--- src/include/tsc_consts.vh ---
// Constants for the two-wire stop collision block.
// Assumes inclusion by bare name from the design files.
`ifndef TSC_CONSTS_VH
`define TSC_CONSTS_VH

// Register offsets (plain register port, 4-bit address)
`define TSC_ADDR_W          4
`define TSC_OFF_SHIFT_BUF   4'h0
`define TSC_OFF_RATE_ADDR   4'h1
`define TSC_OFF_CONTROL_ONE 4'h2
`define TSC_OFF_CONTROL_TWO 4'h3
`define TSC_OFF_STATUS      4'h4
`define TSC_OFF_IRQ_STATUS  4'h5
`define TSC_OFF_IRQ_MASK    4'h6

// Control one fields
`define TSC_C1_WRITE_COLL   7
`define TSC_C1_PORT_EN      5
`define TSC_C1_MODE_HI      3
`define TSC_C1_MODE_LO      0
// Slave mode where the mask register replaces rate/address
`define TSC_MODE_MASK_A     4'h9
// Control two fields
`define TSC_C2_STOP_EN      2
// Status fields
`define TSC_ST_STOP_SEEN    4
// Interrupt status fields
`define TSC_IRQ_PORT        0
`define TSC_IRQ_COLL        1

// Reset values
`define TSC_RST_BYTE        8'h00
`define TSC_RST_RATE        8'h04

// Rate field is the low seven bits
`define TSC_RATE_W          7
`endif

--- src/verilog/tsc_rate_counter.v ---
// Reload-and-count-down interval timer for the stop sequence.
// Assumes one clock, asynchronous active-high reset.
`timescale 1ns/10ps
`default_nettype none
module tsc_rate_counter
#(
    parameter W = 7
)
(
    input  wire         mclk_in,
    input  wire         rst_in,
    input  wire         load_in,
    input  wire [W-1:0] reload_in,
    output wire         done_out
);
    reg [W-1:0] count_reg;
    reg         run_reg;
    wire        zero;

    assign zero     = (count_reg == {W{1'b0}});
    // Done must not look at load: the sequencer decodes load from done
    assign done_out = run_reg & zero;

    always @(posedge mclk_in or posedge rst_in)
    begin
        if (rst_in)
        begin
            count_reg <= {W{1'b0}};
            run_reg   <= 1'b0;
        end
        else if (load_in)
        begin
            count_reg <= reload_in;
            run_reg   <= 1'b1;
        end
        else if (run_reg)
        begin
            if (zero)
                run_reg <= 1'b0;
            else
                count_reg <= count_reg - {{(W-1){1'b0}}, 1'b1};
        end
    end
endmodule
`default_nettype wire

--- src/verilog/tsc_stop_collision.v ---
// Stop sequence with bus-collision detection for a two-wire master.
// Assumes bus pins synchronous to mclk_in; the pad resolves the open drain.
`include "tsc_consts.vh"
`timescale 1ns/10ps
`default_nettype none
module tsc_stop_collision
(
    input  wire                   mclk_in,
    input  wire                   rst_in,
    input  wire [`TSC_ADDR_W-1:0] addr_in,
    input  wire [7:0]             wdata_in,
    input  wire                   wr_in,
    input  wire                   rd_in,
    output reg  [7:0]             rdata_out,
    input  wire                   scl_in,
    output wire                   scl_out,
    output wire                   scl_oe_n_out,
    input  wire                   sda_in,
    output wire                   sda_out,
    output wire                   sda_oe_n_out,
    output wire                   irq_out
);
    // ********************************************************
    // States
    // ********************************************************
    localparam [2:0] ST_IDLE     = 3'h0;
    localparam [2:0] ST_SDA_LOW  = 3'h1;
    localparam [2:0] ST_SCL_REL  = 3'h2;
    localparam [2:0] ST_HOLD     = 3'h3;
    localparam [2:0] ST_SDA_REL  = 3'h4;
    localparam [2:0] ST_FINAL    = 3'h5;

    // ********************************************************
    // Registers
    // ********************************************************
    reg [7:0] shift_buffer_reg;
    reg [7:0] rate_or_address_reg;
    reg [7:0] address_mask_reg;
    reg [7:0] control_one_reg;
    reg       stop_seq_enable_reg;
    reg       stop_seen_reg;
    reg       collision_irq_flag_reg;
    reg       port_irq_flag_reg;
    reg [1:0] irq_mask_reg;
    reg [2:0] state_reg;
    reg [2:0] state_next;
    reg       sda_low_reg;
    reg       scl_low_reg;
    reg       load;
    reg       collide;
    reg       finish;
    reg       mark_stop;
    wire      rate_done;
    wire      mask_mode;
    wire      port_en;
    wire      busy;
    wire      wr_rate;
    wire      wr_c2;
    wire      wr_irq;
    wire      wr_shift;
    wire      wr_c1;
    wire      wr_mask;
    reg       scl_low_next;
    reg       sda_low_next;
    reg [7:0] read_mux;

    function sel;
        input [`TSC_ADDR_W-1:0] a;
        input [`TSC_ADDR_W-1:0] off;
        begin
            sel = (a == off);
        end
    endfunction

    // ********************************************************
    // Decode
    // ********************************************************
    assign port_en   = control_one_reg[`TSC_C1_PORT_EN];
    assign mask_mode = (control_one_reg[`TSC_C1_MODE_HI:`TSC_C1_MODE_LO] == `TSC_MODE_MASK_A);
    assign busy      = (state_reg != ST_IDLE);
    assign wr_rate   = wr_in & sel(addr_in, `TSC_OFF_RATE_ADDR);
    assign wr_c2     = wr_in & sel(addr_in, `TSC_OFF_CONTROL_TWO);
    assign wr_irq    = wr_in & sel(addr_in, `TSC_OFF_IRQ_STATUS);
    assign wr_shift  = wr_in & sel(addr_in, `TSC_OFF_SHIFT_BUF);
    assign wr_c1     = wr_in & sel(addr_in, `TSC_OFF_CONTROL_ONE);
    assign wr_mask   = wr_in & sel(addr_in, `TSC_OFF_IRQ_MASK);

    // Open drain: only ever drive low
    assign sda_out      = 1'b0;
    assign scl_out      = 1'b0;
    assign sda_oe_n_out = ~sda_low_reg;
    assign scl_oe_n_out = ~scl_low_reg;

    assign irq_out = |({collision_irq_flag_reg, port_irq_flag_reg} & irq_mask_reg);

    // ********************************************************
    // Interval timer
    // ********************************************************
    tsc_rate_counter
    #(
        .W (`TSC_RATE_W)
    )
    u_rate
    (
        .mclk_in   (mclk_in),
        .rst_in    (rst_in),
        .load_in   (load),
        .reload_in (rate_or_address_reg[`TSC_RATE_W-1:0]),
        .done_out  (rate_done)
    );

    // ********************************************************
    // Stop sequencer
    // ********************************************************
    always @*
    begin
        state_next = state_reg;
        load       = 1'b0;
        collide    = 1'b0;
        finish     = 1'b0;
        mark_stop  = 1'b0;
        case (state_reg)
            ST_IDLE:
                if (stop_seq_enable_reg && port_en)
                    state_next = ST_SDA_LOW;
            ST_SDA_LOW:
                if (!sda_in)
                    state_next = ST_SCL_REL;
            ST_SCL_REL:
                if (scl_in)
                begin
                    load       = 1'b1;
                    state_next = ST_HOLD;
                end
            ST_HOLD:
                if (!scl_in)
                begin
                    collide    = 1'b1;
                    state_next = ST_IDLE;
                end
                else if (rate_done)
                begin
                    load       = 1'b1;
                    state_next = ST_SDA_REL;
                end
            ST_SDA_REL:
                if (rate_done)
                begin
                    if (!sda_in || !scl_in)
                    begin
                        collide    = 1'b1;
                        state_next = ST_IDLE;
                    end
                    else
                    begin
                        mark_stop  = 1'b1;
                        load       = 1'b1;
                        state_next = ST_FINAL;
                    end
                end
            ST_FINAL:
                if (rate_done)
                begin
                    finish     = 1'b1;
                    state_next = ST_IDLE;
                end
            default:
                state_next = ST_IDLE;
        endcase
    end

    always @(posedge mclk_in or posedge rst_in)
    begin
        if (rst_in)
        begin
            state_reg   <= ST_IDLE;
            sda_low_reg <= 1'b0;
            scl_low_reg <= 1'b0;
        end
        else
        begin
            state_reg   <= port_en ? state_next : ST_IDLE;
            scl_low_reg <= scl_low_next;
            sda_low_reg <= sda_low_next;
        end
    end

    // ********************************************************
    // Line drive
    // ********************************************************
    // Clock held low from the stop start until data is seen low
    always @*
    begin
        scl_low_next = 1'b0;
        sda_low_next = 1'b0;
        if (port_en)
        begin
            case (state_next)
                ST_SDA_LOW:
                begin
                    scl_low_next = 1'b1;
                    sda_low_next = 1'b1;
                end
                ST_SCL_REL, ST_HOLD:
                    sda_low_next = 1'b1;
                default:
                begin
                    scl_low_next = 1'b0;
                    sda_low_next = 1'b0;
                end
            endcase
        end
    end

    // ********************************************************
    // Register file
    // ********************************************************
    always @(posedge mclk_in or posedge rst_in)
    begin
        if (rst_in)
        begin
            shift_buffer_reg <= `TSC_RST_BYTE;
            control_one_reg  <= `TSC_RST_BYTE;
        end
        else
        begin
            if (wr_c1)
                control_one_reg <= wdata_in;
            // Shift buffer writes during a stop are dropped and flagged
            if (wr_shift && busy)
                control_one_reg[`TSC_C1_WRITE_COLL] <= 1'b1;
            if (wr_shift && !busy)
                shift_buffer_reg <= wdata_in;
        end
    end

    // One address, two registers: the mode picks the target
    always @(posedge mclk_in or posedge rst_in)
    begin
        if (rst_in)
        begin
            rate_or_address_reg <= `TSC_RST_RATE;
            address_mask_reg    <= `TSC_RST_BYTE;
        end
        else if (wr_rate)
        begin
            if (mask_mode)
                address_mask_reg <= wdata_in;
            else
                rate_or_address_reg <= wdata_in;
        end
    end

    always @(posedge mclk_in or posedge rst_in)
    begin
        if (rst_in)
            irq_mask_reg <= 2'h0;
        else if (wr_mask)
            irq_mask_reg <= wdata_in[1:0];
    end

    // Hardware clear beats a software write in the same cycle
    always @(posedge mclk_in or posedge rst_in)
    begin
        if (rst_in)
            stop_seq_enable_reg <= 1'b0;
        else if (collide || finish)
            stop_seq_enable_reg <= 1'b0;
        else if (wr_c2)
            stop_seq_enable_reg <= wdata_in[`TSC_C2_STOP_EN];
    end

    always @(posedge mclk_in or posedge rst_in)
    begin
        if (rst_in)
            stop_seen_reg <= 1'b0;
        else if (mark_stop)
            stop_seen_reg <= 1'b1;
        else if (!port_en || (stop_seq_enable_reg && state_reg == ST_IDLE))
            stop_seen_reg <= 1'b0;
    end

    // Set wins over a write-one clear
    always @(posedge mclk_in or posedge rst_in)
    begin
        if (rst_in)
            collision_irq_flag_reg <= 1'b0;
        else if (collide)
            collision_irq_flag_reg <= 1'b1;
        else if (wr_irq && wdata_in[`TSC_IRQ_COLL])
            collision_irq_flag_reg <= 1'b0;
    end

    always @(posedge mclk_in or posedge rst_in)
    begin
        if (rst_in)
            port_irq_flag_reg <= 1'b0;
        else if (finish)
            port_irq_flag_reg <= 1'b1;
        else if (wr_irq && wdata_in[`TSC_IRQ_PORT])
            port_irq_flag_reg <= 1'b0;
    end

    // ********************************************************
    // Read back
    // ********************************************************
    always @*
    begin
        read_mux = 8'h00;
        case (addr_in)
            `TSC_OFF_SHIFT_BUF:   read_mux = shift_buffer_reg;
            `TSC_OFF_RATE_ADDR:   read_mux = mask_mode ? address_mask_reg : rate_or_address_reg;
            `TSC_OFF_CONTROL_ONE: read_mux = control_one_reg;
            `TSC_OFF_CONTROL_TWO: read_mux = {5'h00, stop_seq_enable_reg, 2'h0};
            `TSC_OFF_STATUS:      read_mux = {3'h0, stop_seen_reg, 4'h0};
            `TSC_OFF_IRQ_STATUS:  read_mux = {6'h00, collision_irq_flag_reg, port_irq_flag_reg};
            `TSC_OFF_IRQ_MASK:    read_mux = {6'h00, irq_mask_reg};
            default:              read_mux = 8'h00;
        endcase
    end

    // Data stand one cycle only, zero otherwise, so an
    // idle bus never shows stale register contents
    always @(posedge mclk_in or posedge rst_in)
    begin
        if (rst_in)
            rdata_out <= 8'h00;
        else if (rd_in)
            rdata_out <= read_mux;
        else
            rdata_out <= 8'h00;
    end
endmodule
`default_nettype wire
--- config.mk ---
export PLATFORM = sky130hd
export DESIGN_NAME = tsc_stop_collision
export DESIGN_NICKNAME = d
export VERILOG_FILES = /design/src/verilog/tsc_rate_counter.v /design/src/verilog/tsc_stop_collision.v
export VERILOG_INCLUDE_DIRS = /design/src /design/src/include
export SDC_FILE = /design/constraint.sdc
export NUM_CORES = 1
export LEC_CHECK = 0
export ABC_AREA = 1
export BUFFER_PORTS_ARGS = -buffer_cell sky130_fd_sc_hd__buf_2
export CORE_UTILIZATION = 55
export CTS_BUF_LIST = sky130_fd_sc_hd__clkbuf_8
export CTS_CLUSTER_SIZE = 20
export DETAILED_ROUTE_END_ITERATION = 12
export GPL_TIMING_DRIVEN = 0
export PLACE_DENSITY = 0.77
export SYNTH_ARGS = -nofsm -noshare
export SYNTH_HDL_FRONTEND = slang
export SYNTH_HIERARCHICAL = 1
export SYNTH_SLANG_ARGS = --single-unit
export TNS_END_PERCENT = 1
--- constraint.sdc ---
create_clock -name mclk_in -period 2.2 [get_ports mclk_in]
set_input_delay 0.44 -clock mclk_in [delete_from_list [all_inputs] [get_ports mclk_in]]
set_output_delay 0.44 -clock mclk_in [all_outputs]
set_load 0.005 [all_outputs]
==> reports/summary.txt, run 1 <==
outcome: completed
CP required: 2440 ps
die area: 5980 um2
Final Skew: 11.3 ps
Pleak: 1.82 nW
Highest Clock Rate: 485 MHz
Clock Root Buffer: clkbuf_8
drt drc: 0
mean post-synth cell area: 7.90 um2
RSZ-0062 raised after global routing: yes
asr flop ratio synth: 100%
Max VDD drop: 420 uV
vias per inst: 5.31
Fin Setup TNS: 0 ps
R2R setup slack: 140 ps
CP endpoint kind: flop
Post-synth EDFFs: 0
Synth Area in Compound Gates: 11.5%
largest net degree at the start of global routing: 35
remaining antenna violation count: 0
top cells by area, synth: dfrtp_1, nand2_1, nand3_1, inv_1, o21ai_0
fin crit share: 93.7%
Skew-Pair Late Insertion Delay: 340 ps
Max-Cap Viols: 0
postcts setup bufs: 0
Routability Congestion: 0.966
CP arrival: 2300 ps
crit-path max FO: 10
PnR Total Power: 3.17 mW
Synth top area share: 46.5%
first-pass GRT wire length: 11900 um
Mapped Area: 3120 um2
share of cells above drive strength 1: 20.4%
most common cell in the netlist: nand2_1
Final Util: 65.2%
worst hold margin: 49.8 ps
Slew Viols, Final: 0
Final Hold Viols: 0
FF-to-FF Start: u_rate/count_reg[0]
vias in the first global route: 2539
Sink Count: 59
#FFs+latches synth: 59
Die Y: 77.3 um
dpl cells: 496
Starting Density: 57.0%
Crit Path Class: reg -> reg
top post-synthesis cells by count: nand2_1, dfrtp_1, inv_1
Die W: 77.3 um
TritonCTS Buffers: 9
Multi-input gate area: 1370 um2
# fillers: 486
Tmin final: 2060 ps
WL/cell: 13.9 um
Worst-path clk slew: 70 ps
Simple-Gate Fraction of Synth Area: 31.1%
multiplexer share of the synthesized area: 0%
largest family of logic cells by synthesized area: simple AND/OR/NAND/NOR gates
GRT Residual Overflow: 0
row count: 27
Synth Area in Adders: 0.802%
Synth warnings: 6
sequential cell area: 1480 um2
core area: 5470 um2
Synth Area in XOR/XNOR: 0%
Nets: 456
ant diodes: 0
CTS tree: yes
WL final: 7110 um
ys flop type: dfrtp_1
CTS Hold Bufs: 0
Worst R2R Path Depth: 15
initial antenna violation count: 0
Max clock buf depth: 2
Buffers on Ports: 27
I/O pin cnt: 31
Finished Layout Cells: 513
vias post-DR: 2726
cell type with the largest total area after synthesis: dfrtp_1
Starting DRT DRC Count: 282
Distinct cells, synth: 32
PD cells: 888 nW/um2
sequential fraction of the synthesis area: 47.3%
R2R Path End: u_rate/count_reg[5]
Pre-antenna DRT Iters: 5
synthesized instance count: 395
worst min path class: in -> async
detailed placement HPWL: 5090 um
# setup viols final: 0
Critical Path Source Type: flop
H-tree depth: 3
Total Routing Usage GR: 26.1%
area delta synth->final: 14.4%
## layout make-up
| type | count | area share, % |
|---|---|---|
| plain buffers | 11 | 2.42 |
| clock buffers | 11 | 4.24 |
| clock inverters | 5 | 0.806 |
| inverters | 53 | 5.71 |
| multi-input cells | 273 | 38.4 |
| flip-flops and latches | 59 | 41.4 |
| well taps | 72 | 2.52 |
| repair buffers | 29 | 4.48 |
## kinds of logic (layout without fill, tap and decap cells)
family                   after synthesis  count (layout)
AND/OR/NAND/NOR                      206             206
buffers and inverters                 64             109
AO/OA/AOI/OAI                         63              63
flip-flops                            59              59
adder cells (fa/ha/maj)                2               2
other                                  1               2
## cell usage in the layout (no fill, tap or decap), types with 2 or more instances in the layout
master / n
nor2_1: 23
o211ai_1: 3
clkinvlp_4: 2
buf_2: 30
o21ai_2: 9
inv_1: 47
nand3_1: 45
o21ai_0: 22
nor2_2: 3
conb_1: 2
nand2_1: 105
dfrtp_1: 58
nand2_2: 6
buf_6: 3
nor2_4: 3
o21ai_1: 15
nand3b_1: 6
nand4_1: 8
inv_2: 6
clkbuf_8: 11
clkinv_2: 2
a21oi_1: 12
nand2_4: 2
buf_4: 5
ha_1: 2
## where the power goes
part / total [mW] / switching, mW / leakage (nW) / internal, mW
clock: 0.902 / 0.440 / 0.0925 / 0.461
sequential: 1.45 / 0.159 / 0.772 / 1.29
combinational: 0.825 / 0.521 / 0.954 / 0.304
total: 3.17 / 1.12 / 1.82 / 2.05
## routing by layer
| layer | wire length, um | part of all wire, % | global-route usage [%] | up-vias |
|---|---|---|---|---|
| met5 | 0 | 0 | 0 | - |
| met3 | 308 | 4.3 | 3.88 | 11 |
| met1 | 3350 | 47 | 35.9 | 1266 |
| met4 | 123 | 1.7 | 12.5 | 0 |
| li1 | - | - | - | 1361 |
| met2 | 3340 | 47 | 40.4 | 88 |
## timing repair
action                                  CTS  global route
gates cloned                              1             0
resized for setup                         5             3
endpoints found under the setup margin    7             7
pin swaps                                 0             2
## per-stage QoR
| stage | worst slack (ps) | instance area, um2 |
|---|---|---|
| floorplan | 116 | 3130 |
| CTS | 18.1 | 3570 |
| detailed placement | -300 | 3370 |
| finish | 139 | 3570 |
| global route | -7.05 | 3570 |
| global placement | -265 | 3350 |
## how the worst max path moves through the flow
| stage | start | to | slack, ps |
|---|---|---|---|
| final | u_rate/count_reg[0] | u_rate/count_reg[5] | 140 |
| after global routing | u_rate/count_reg[0] | u_rate/count_reg[2] | -7 |
| after CTS | u_rate/count_reg[0] | u_rate/count_reg[5] | 20 |
| after detailed placement | u_rate/count_reg[0] | u_rate/count_reg[1] | -300 |
| after global placement | u_rate/count_reg[0] | u_rate/count_reg[4] | -260 |
| after floorplan | u_rate/count_reg[0] | u_rate/count_reg[1] | 120 |
## worst max-delay path, stage by stage, from the launching register on
cell,delay (ps)
dfrtp_1,390
inv_2,120
ha_1,180
nand2_1,50
nor2_1,100
nand2_2,100
nor2_4,140
inv_1,100
nor2_1,110
nand2_1,110
o21ai_2,120
inv_2,120
nand2_4,140
inv_2,50
nand2_1,50
nand2_1,50
Note: power is estimated with default switching activity, not from simulation.
==> run 2: changes to the inputs <==
ABC_AREA = 0   (was 1)
==> reports/summary.txt, run 2 <==
outcome: completed
CTS tree: yes
ant diodes: 0
detailed placement HPWL: 4750 um
Clock Root Buffer: clkbuf_8
Routability Congestion: 0.894
multiplexer share of the synthesized area: 19.1%
worst min path class: in -> async
WL final: 6800 um
crit-path max FO: 10
ys flop type: dfrtp_1
top post-synthesis cells by count: dfrtp_1, mux2_2, nor2_1
Worst slew margin: 60.0%
largest net degree at the start of global routing: 29
Finished Layout Cells: 391
Max-Cap Viols: 0
Distinct cells, synth: 58
Multi-input gate area: 1510 um2
Max VDD drop: 633 uV
Post-synth EDFFs: 0
synthesized instance count: 273
final worst setup slack: 80.2 ps
delay-heaviest family, CP: simple AND/OR/NAND/NOR gates
slowest stage cell on the critical path: nor4_4
vias in the first global route: 2304
Synth Area in Adders: 0.820%
Buffers on Ports: 26
most common cell in the netlist: dfrtp_1
CP arrival: 2330 ps
#FFs+latches synth: 59
area delta synth->final: 16.4%
dpl cells: 371
Synth Area in XOR/XNOR: 0%
Sink Count: 59
Crit Path Class: reg -> reg
PD cells: 956 nW/um2
top cells by area, synth: dfrtp_1, mux2_2, mux2i_1, mux2_4, nor2_1
CTS Hold Bufs: 0
CP required: 2410 ps
fin crit share: 96.4%
Worst-path clk slew: 70 ps
largest family of logic cells by synthesized area: multiplexers
Slew Viols, Final: 0
Mapped Area: 3050 um2
Skew-Pair Late Insertion Delay: 340 ps
sequential fraction of the synthesis area: 48.4%
row count: 26
Synth top area share: 47.6%
I/O pin cnt: 31
sequential cell area: 1480 um2
Starting DRT DRC Count: 73
commonest non-fill, non-tap cell in the layout: dfrtp_1
Fin Setup TNS: 0 ps
GRT Residual Overflow: 0
Die W: 76.5 um
remaining antenna violation count: 0
mean post-synth cell area: 11.2 um2
WL/cell: 17.4 um
cell type with the largest total area after synthesis: dfrtp_1
Synth warnings: 6
first-pass GRT wire length: 11200 um
actual slew at the worst max-slew pin: 599 ps
# setup viols final: 0
Nets: 337
core area: 5240 um2
commonest cells after routing, fill and taps aside: dfrtp_1, buf_2, mux2_2
Final Hold Viols: 0
DP Worst Slack: -299 ps
TritonCTS Buffers: 9
Tmin final: 2120 ps
RSZ-0062 raised after global routing: yes
Pre-antenna DRT Iters: 4
vias post-DR: 2310
CP endpoint kind: flop
Max clock buf depth: 2
H-tree depth: 3
die area: 5850 um2
# fillers: 405
Pleak: 1.63 nW
Crit. Startpoint: u_rate/count_reg[5]
Starting Density: 58.2%
Final Skew: 6.37 ps
Die Y: 76.5 um
vias per inst: 5.91
Highest Clock Rate: 472 MHz
slowest stage delay, CP: 450 ps
share of cells above drive strength 1: 34.9%
Critical Path Source Type: flop
initial antenna violation count: 0
Simple-Gate Fraction of Synth Area: 15.3%
drt drc: 0
FF-to-FF Start: u_rate/count_reg[5]
Synth Area in Compound Gates: 12.2%
Buf+Inv Stages, Crit Path: 2
worst path cell trace: nor4_4 -> and3_4 -> inv_2 -> o22ai_1 -> and2_4 -> clkinv_2 -> o311ai_0 -> o211ai_1
asr flop ratio synth: 100%
Total Routing Usage GR: 25.1%
==> run 2: cell types whose count changed after synthesis, moves of 8 or more <==
cell	previous run	this run
inv_1	48	11
mux2_2	0	25
mux2_4	0	8
mux2i_1	0	18
nand2_1	105	14
nand3_1	45	3
o21ai_0	23	9
o21ai_1	15	0
o21ai_2	8	0
==> run 2: what timing repair did <==
item / CTS / global route
buffers inserted: 3 / 4
pin swaps: 2 / 3
endpoints found under the setup margin: 8 / 4
gates resized for setup: 6 / 8
endpoints found under the hold margin: 0 / 0
==> run 2: kinds of logic (layout without fill, tap and decap cells) <==
kind of cell / Yosys count / after routing
and+or+nand+nor: 82 / 82
DFF: 59 / 59
buffers and inverters: 27 / 74
adders and majority gates: 2 / 2
muxes: 51 / 51
AOI/OAI and AO/OA: 51 / 51
other: 1 / 2
==> run 2: report_power, final <==
group | leakage (nW) | internal, mW | switching, mW
logic | 0.781 | 0.532 | 0.478
registers | 0.755 | 1.33 | 0.235
clock network | 0.0943 | 0.418 | 0.403
total | 1.63 | 2.28 | 1.12
==> run 2: per-layer routing <==
metal / GRT usage [%] / vias to the layer above / part of all wire, %
met4: 12.7 / 0 / 2.8
met5: 0 / - / 0
met3: 4.55 / 19 / 3.3
met2: 39.6 / 54 / 48
li1: - / 1094 / -
met1: 33.2 / 1143 / 46
==> run 2: final cells by class <==
class                           count  share of cell area (%)
Buffer                             13                    1.97
Timing Repair Buffer               34                    5.71
Multi-Input combinational cell    188                    42.4
Tap cell                           70                    2.47
Inverter                           12                    1.30
Sequential cell                    59                    41.6
Clock buffer                       10                    3.87
Clock inverter                      5                   0.634
==> run 2: final timing paths <==
check / end / slack [ps] / cells past startpoint
worst min-delay path: u_rate/count_reg[3] / 60 / 2
worst min register to register: shift_buffer_reg[3] / 510 / 1
min in group mclk_in: rate_or_address_reg[5] / 380 / 2
worst max register to register: u_rate/count_reg[4] / 80 / 8
max in group asynchronous: rate_or_address_reg[2] / 1470 / 3
worst max-delay path: u_rate/count_reg[4] / 80 / 8
==> run 2: per-stage QoR <==
step,util (%),hold slack (ps),area [um2],power (mW)
2_1_floorplan,-,256,3070,2.21
3_3_place_gp,62.8,419,3290,2.41
3_5_place_dp,63.2,435,3310,2.46
4_1_cts,66.9,70.6,3500,3.33
5_1_grt,67.8,83.4,3550,3.59
6_report,67.8,55.2,3550,3.40
==> run 3: changes to the inputs <==
CTS_CLUSTER_DIAMETER = 150   (was not set)
MAX_ROUTING_LAYER = met4   (was not set)
==> reports/summary.txt, run 3 (same netlist as run 2, synthesis figures left out) <==
CTS Hold Bufs: 0
share of cells above drive strength 1: 34.9%
Starting DRT DRC Count: 65
GRT Residual Overflow: 0
vias post-DR: 2328
cell internal pwr: 2.28 mW
vias in the first global route: 2313
# fillers: 405
Routability Congestion: 0.909
drt drc: 0
fin crit share: 97.2%
Slew Viols, Final: 0
worst path cell trace: nor4_4 -> and3_4 -> inv_2 -> o22ai_1 -> and2_4 -> clkinv_2 -> o311ai_0 -> o211ai_1
Buffers on Ports: 26
Fin Setup TNS: 0 ps
commonest cells after routing, fill and taps aside: dfrtp_1, buf_2, mux2_2
Max-Cap Viols: 0
Crit Path Class: reg -> reg
RSZ-0062 raised after global routing: yes
Comb power frac: 29.8%
largest net degree at the start of global routing: 29
Worst-path clk slew: 70 ps
# setup viols final: 0
R2R setup slack: 60 ps
core area: 5240 um2
row count: 26
placed inst area: 3310 um2
DP Worst Slack: -299 ps
WL final: 6750 um
final worst setup slack: 61.5 ps
I/O pin cnt: 31
Final Hold Viols: 0
Max clock buf depth: 2
Nets: 337
CP required: 2400 ps
fin area: 3550 um2
slowest stage cell on the critical path: nor4_4
Max VDD drop: 632 uV
WL/cell: 17.3 um
CP endpoint kind: flop
die area: 5850 um2
outcome: completed
CTS tree: yes
Die Y: 76.5 um
sequential fraction of design power: 46.3%
R2R Path End: u_rate/count_reg[4]
actual slew at the worst max-slew pin: 598 ps
clock network fraction of design power: 23.9%
Worst R2R Path Depth: 8
worst hold margin: 63.4 ps
dpl cells: 371
ant diodes: 0
slowest stage delay, CP: 460 ps
CP arrival: 2340 ps
Final Skew: 6.31 ps
Finished Layout Cells: 391
Worst slew margin: 60.1%
Pleak: 1.63 nW
worst min path class: in -> async
crit-path max FO: 10
area delta synth->final: 16.4%
detailed placement HPWL: 4750 um
Highest Clock Rate: 468 MHz
PnR Total Power: 3.39 mW
Final Util: 67.8%
Switching Fraction: 32.6%
Sink Count: 59
commonest non-fill, non-tap cell in the layout: dfrtp_1
Clock Root Buffer: clkbuf_8
Critical Path Source Type: flop
Pre-antenna DRT Iters: 4
Tmin final: 2140 ps
first-pass GRT wire length: 11200 um
Starting Density: 58.2%
PD cells: 953 nW/um2
remaining antenna violation count: 0
P_sw: 1.10 mW
FF-to-FF Start: u_rate/count_reg[5]
Die W: 76.5 um
initial antenna violation count: 0
H-tree depth: 3
TritonCTS Buffers: 9
Total Routing Usage GR: 25.8%
vias per inst: 5.95
Skew-Pair Late Insertion Delay: 330 ps
==> run 3: power groups by stage <==
stage          combinational (mW)  clock, mW  sequential, mW
2_1_floorplan               0.712          0            1.49
3_3_place_gp                0.863          0            1.54
3_5_place_dp                0.901          0            1.56
4_1_cts                     0.941      0.836            1.56
5_1_grt                      1.11      0.877            1.60
6_report                     1.01      0.810            1.57
==> run 3: repair_timing <==
item,CTS,global route
resized for setup,6,8
setup buffers,3,4
pin swaps,2,3
setup endpoints to repair,8,4
endpoints found under the hold margin,0,0
==> run 3: critical path: cells and delay by family (launching register included) <==
family                 cells  cell delay (ps)
buffers and inverters      2              190
AND/OR/NAND/NOR            3              960
flip-flops                 1              430
AO/OA/AOI/OAI              3              420
==> run 3: metal layers <==
layer	global-route usage, %	routed length [um]	up-vias
met1	33.2	2990	1151
met3	4.19	340	15
li1	-	-	1094
met4	12.7	115	0
met5	-	0	-
met2	39.7	3300	68
==> run 3: cell type report <==
type | count | area (um2) | area share [%]
well taps | 70 | 87.6 | 2.47
clock inverters | 5 | 22.5 | 0.634
clock buffers | 10 | 138 | 3.87
repair buffers | 34 | 203 | 5.71
inverters | 12 | 46.3 | 1.30
flip-flops and latches | 59 | 1480 | 41.6
plain buffers | 13 | 70.1 | 1.97
multi-input cells | 188 | 1510 | 42.4
==> run 3: worst max path at each step <==
stage	startpoint	endpoint	slack, ps	cells past startpoint
after floorplan	u_rate/count_reg[0]	u_rate/count_reg[4]	6	10
after global placement	u_rate/count_reg[3]	u_rate/count_reg[4]	-320	9
after detailed placement	u_rate/count_reg[3]	u_rate/count_reg[4]	-300	9
after CTS	u_rate/count_reg[0]	u_rate/count_reg[4]	20	9
after global routing	u_rate/count_reg[4]	scl_low_reg	-40	7
final	u_rate/count_reg[5]	u_rate/count_reg[4]	60	8
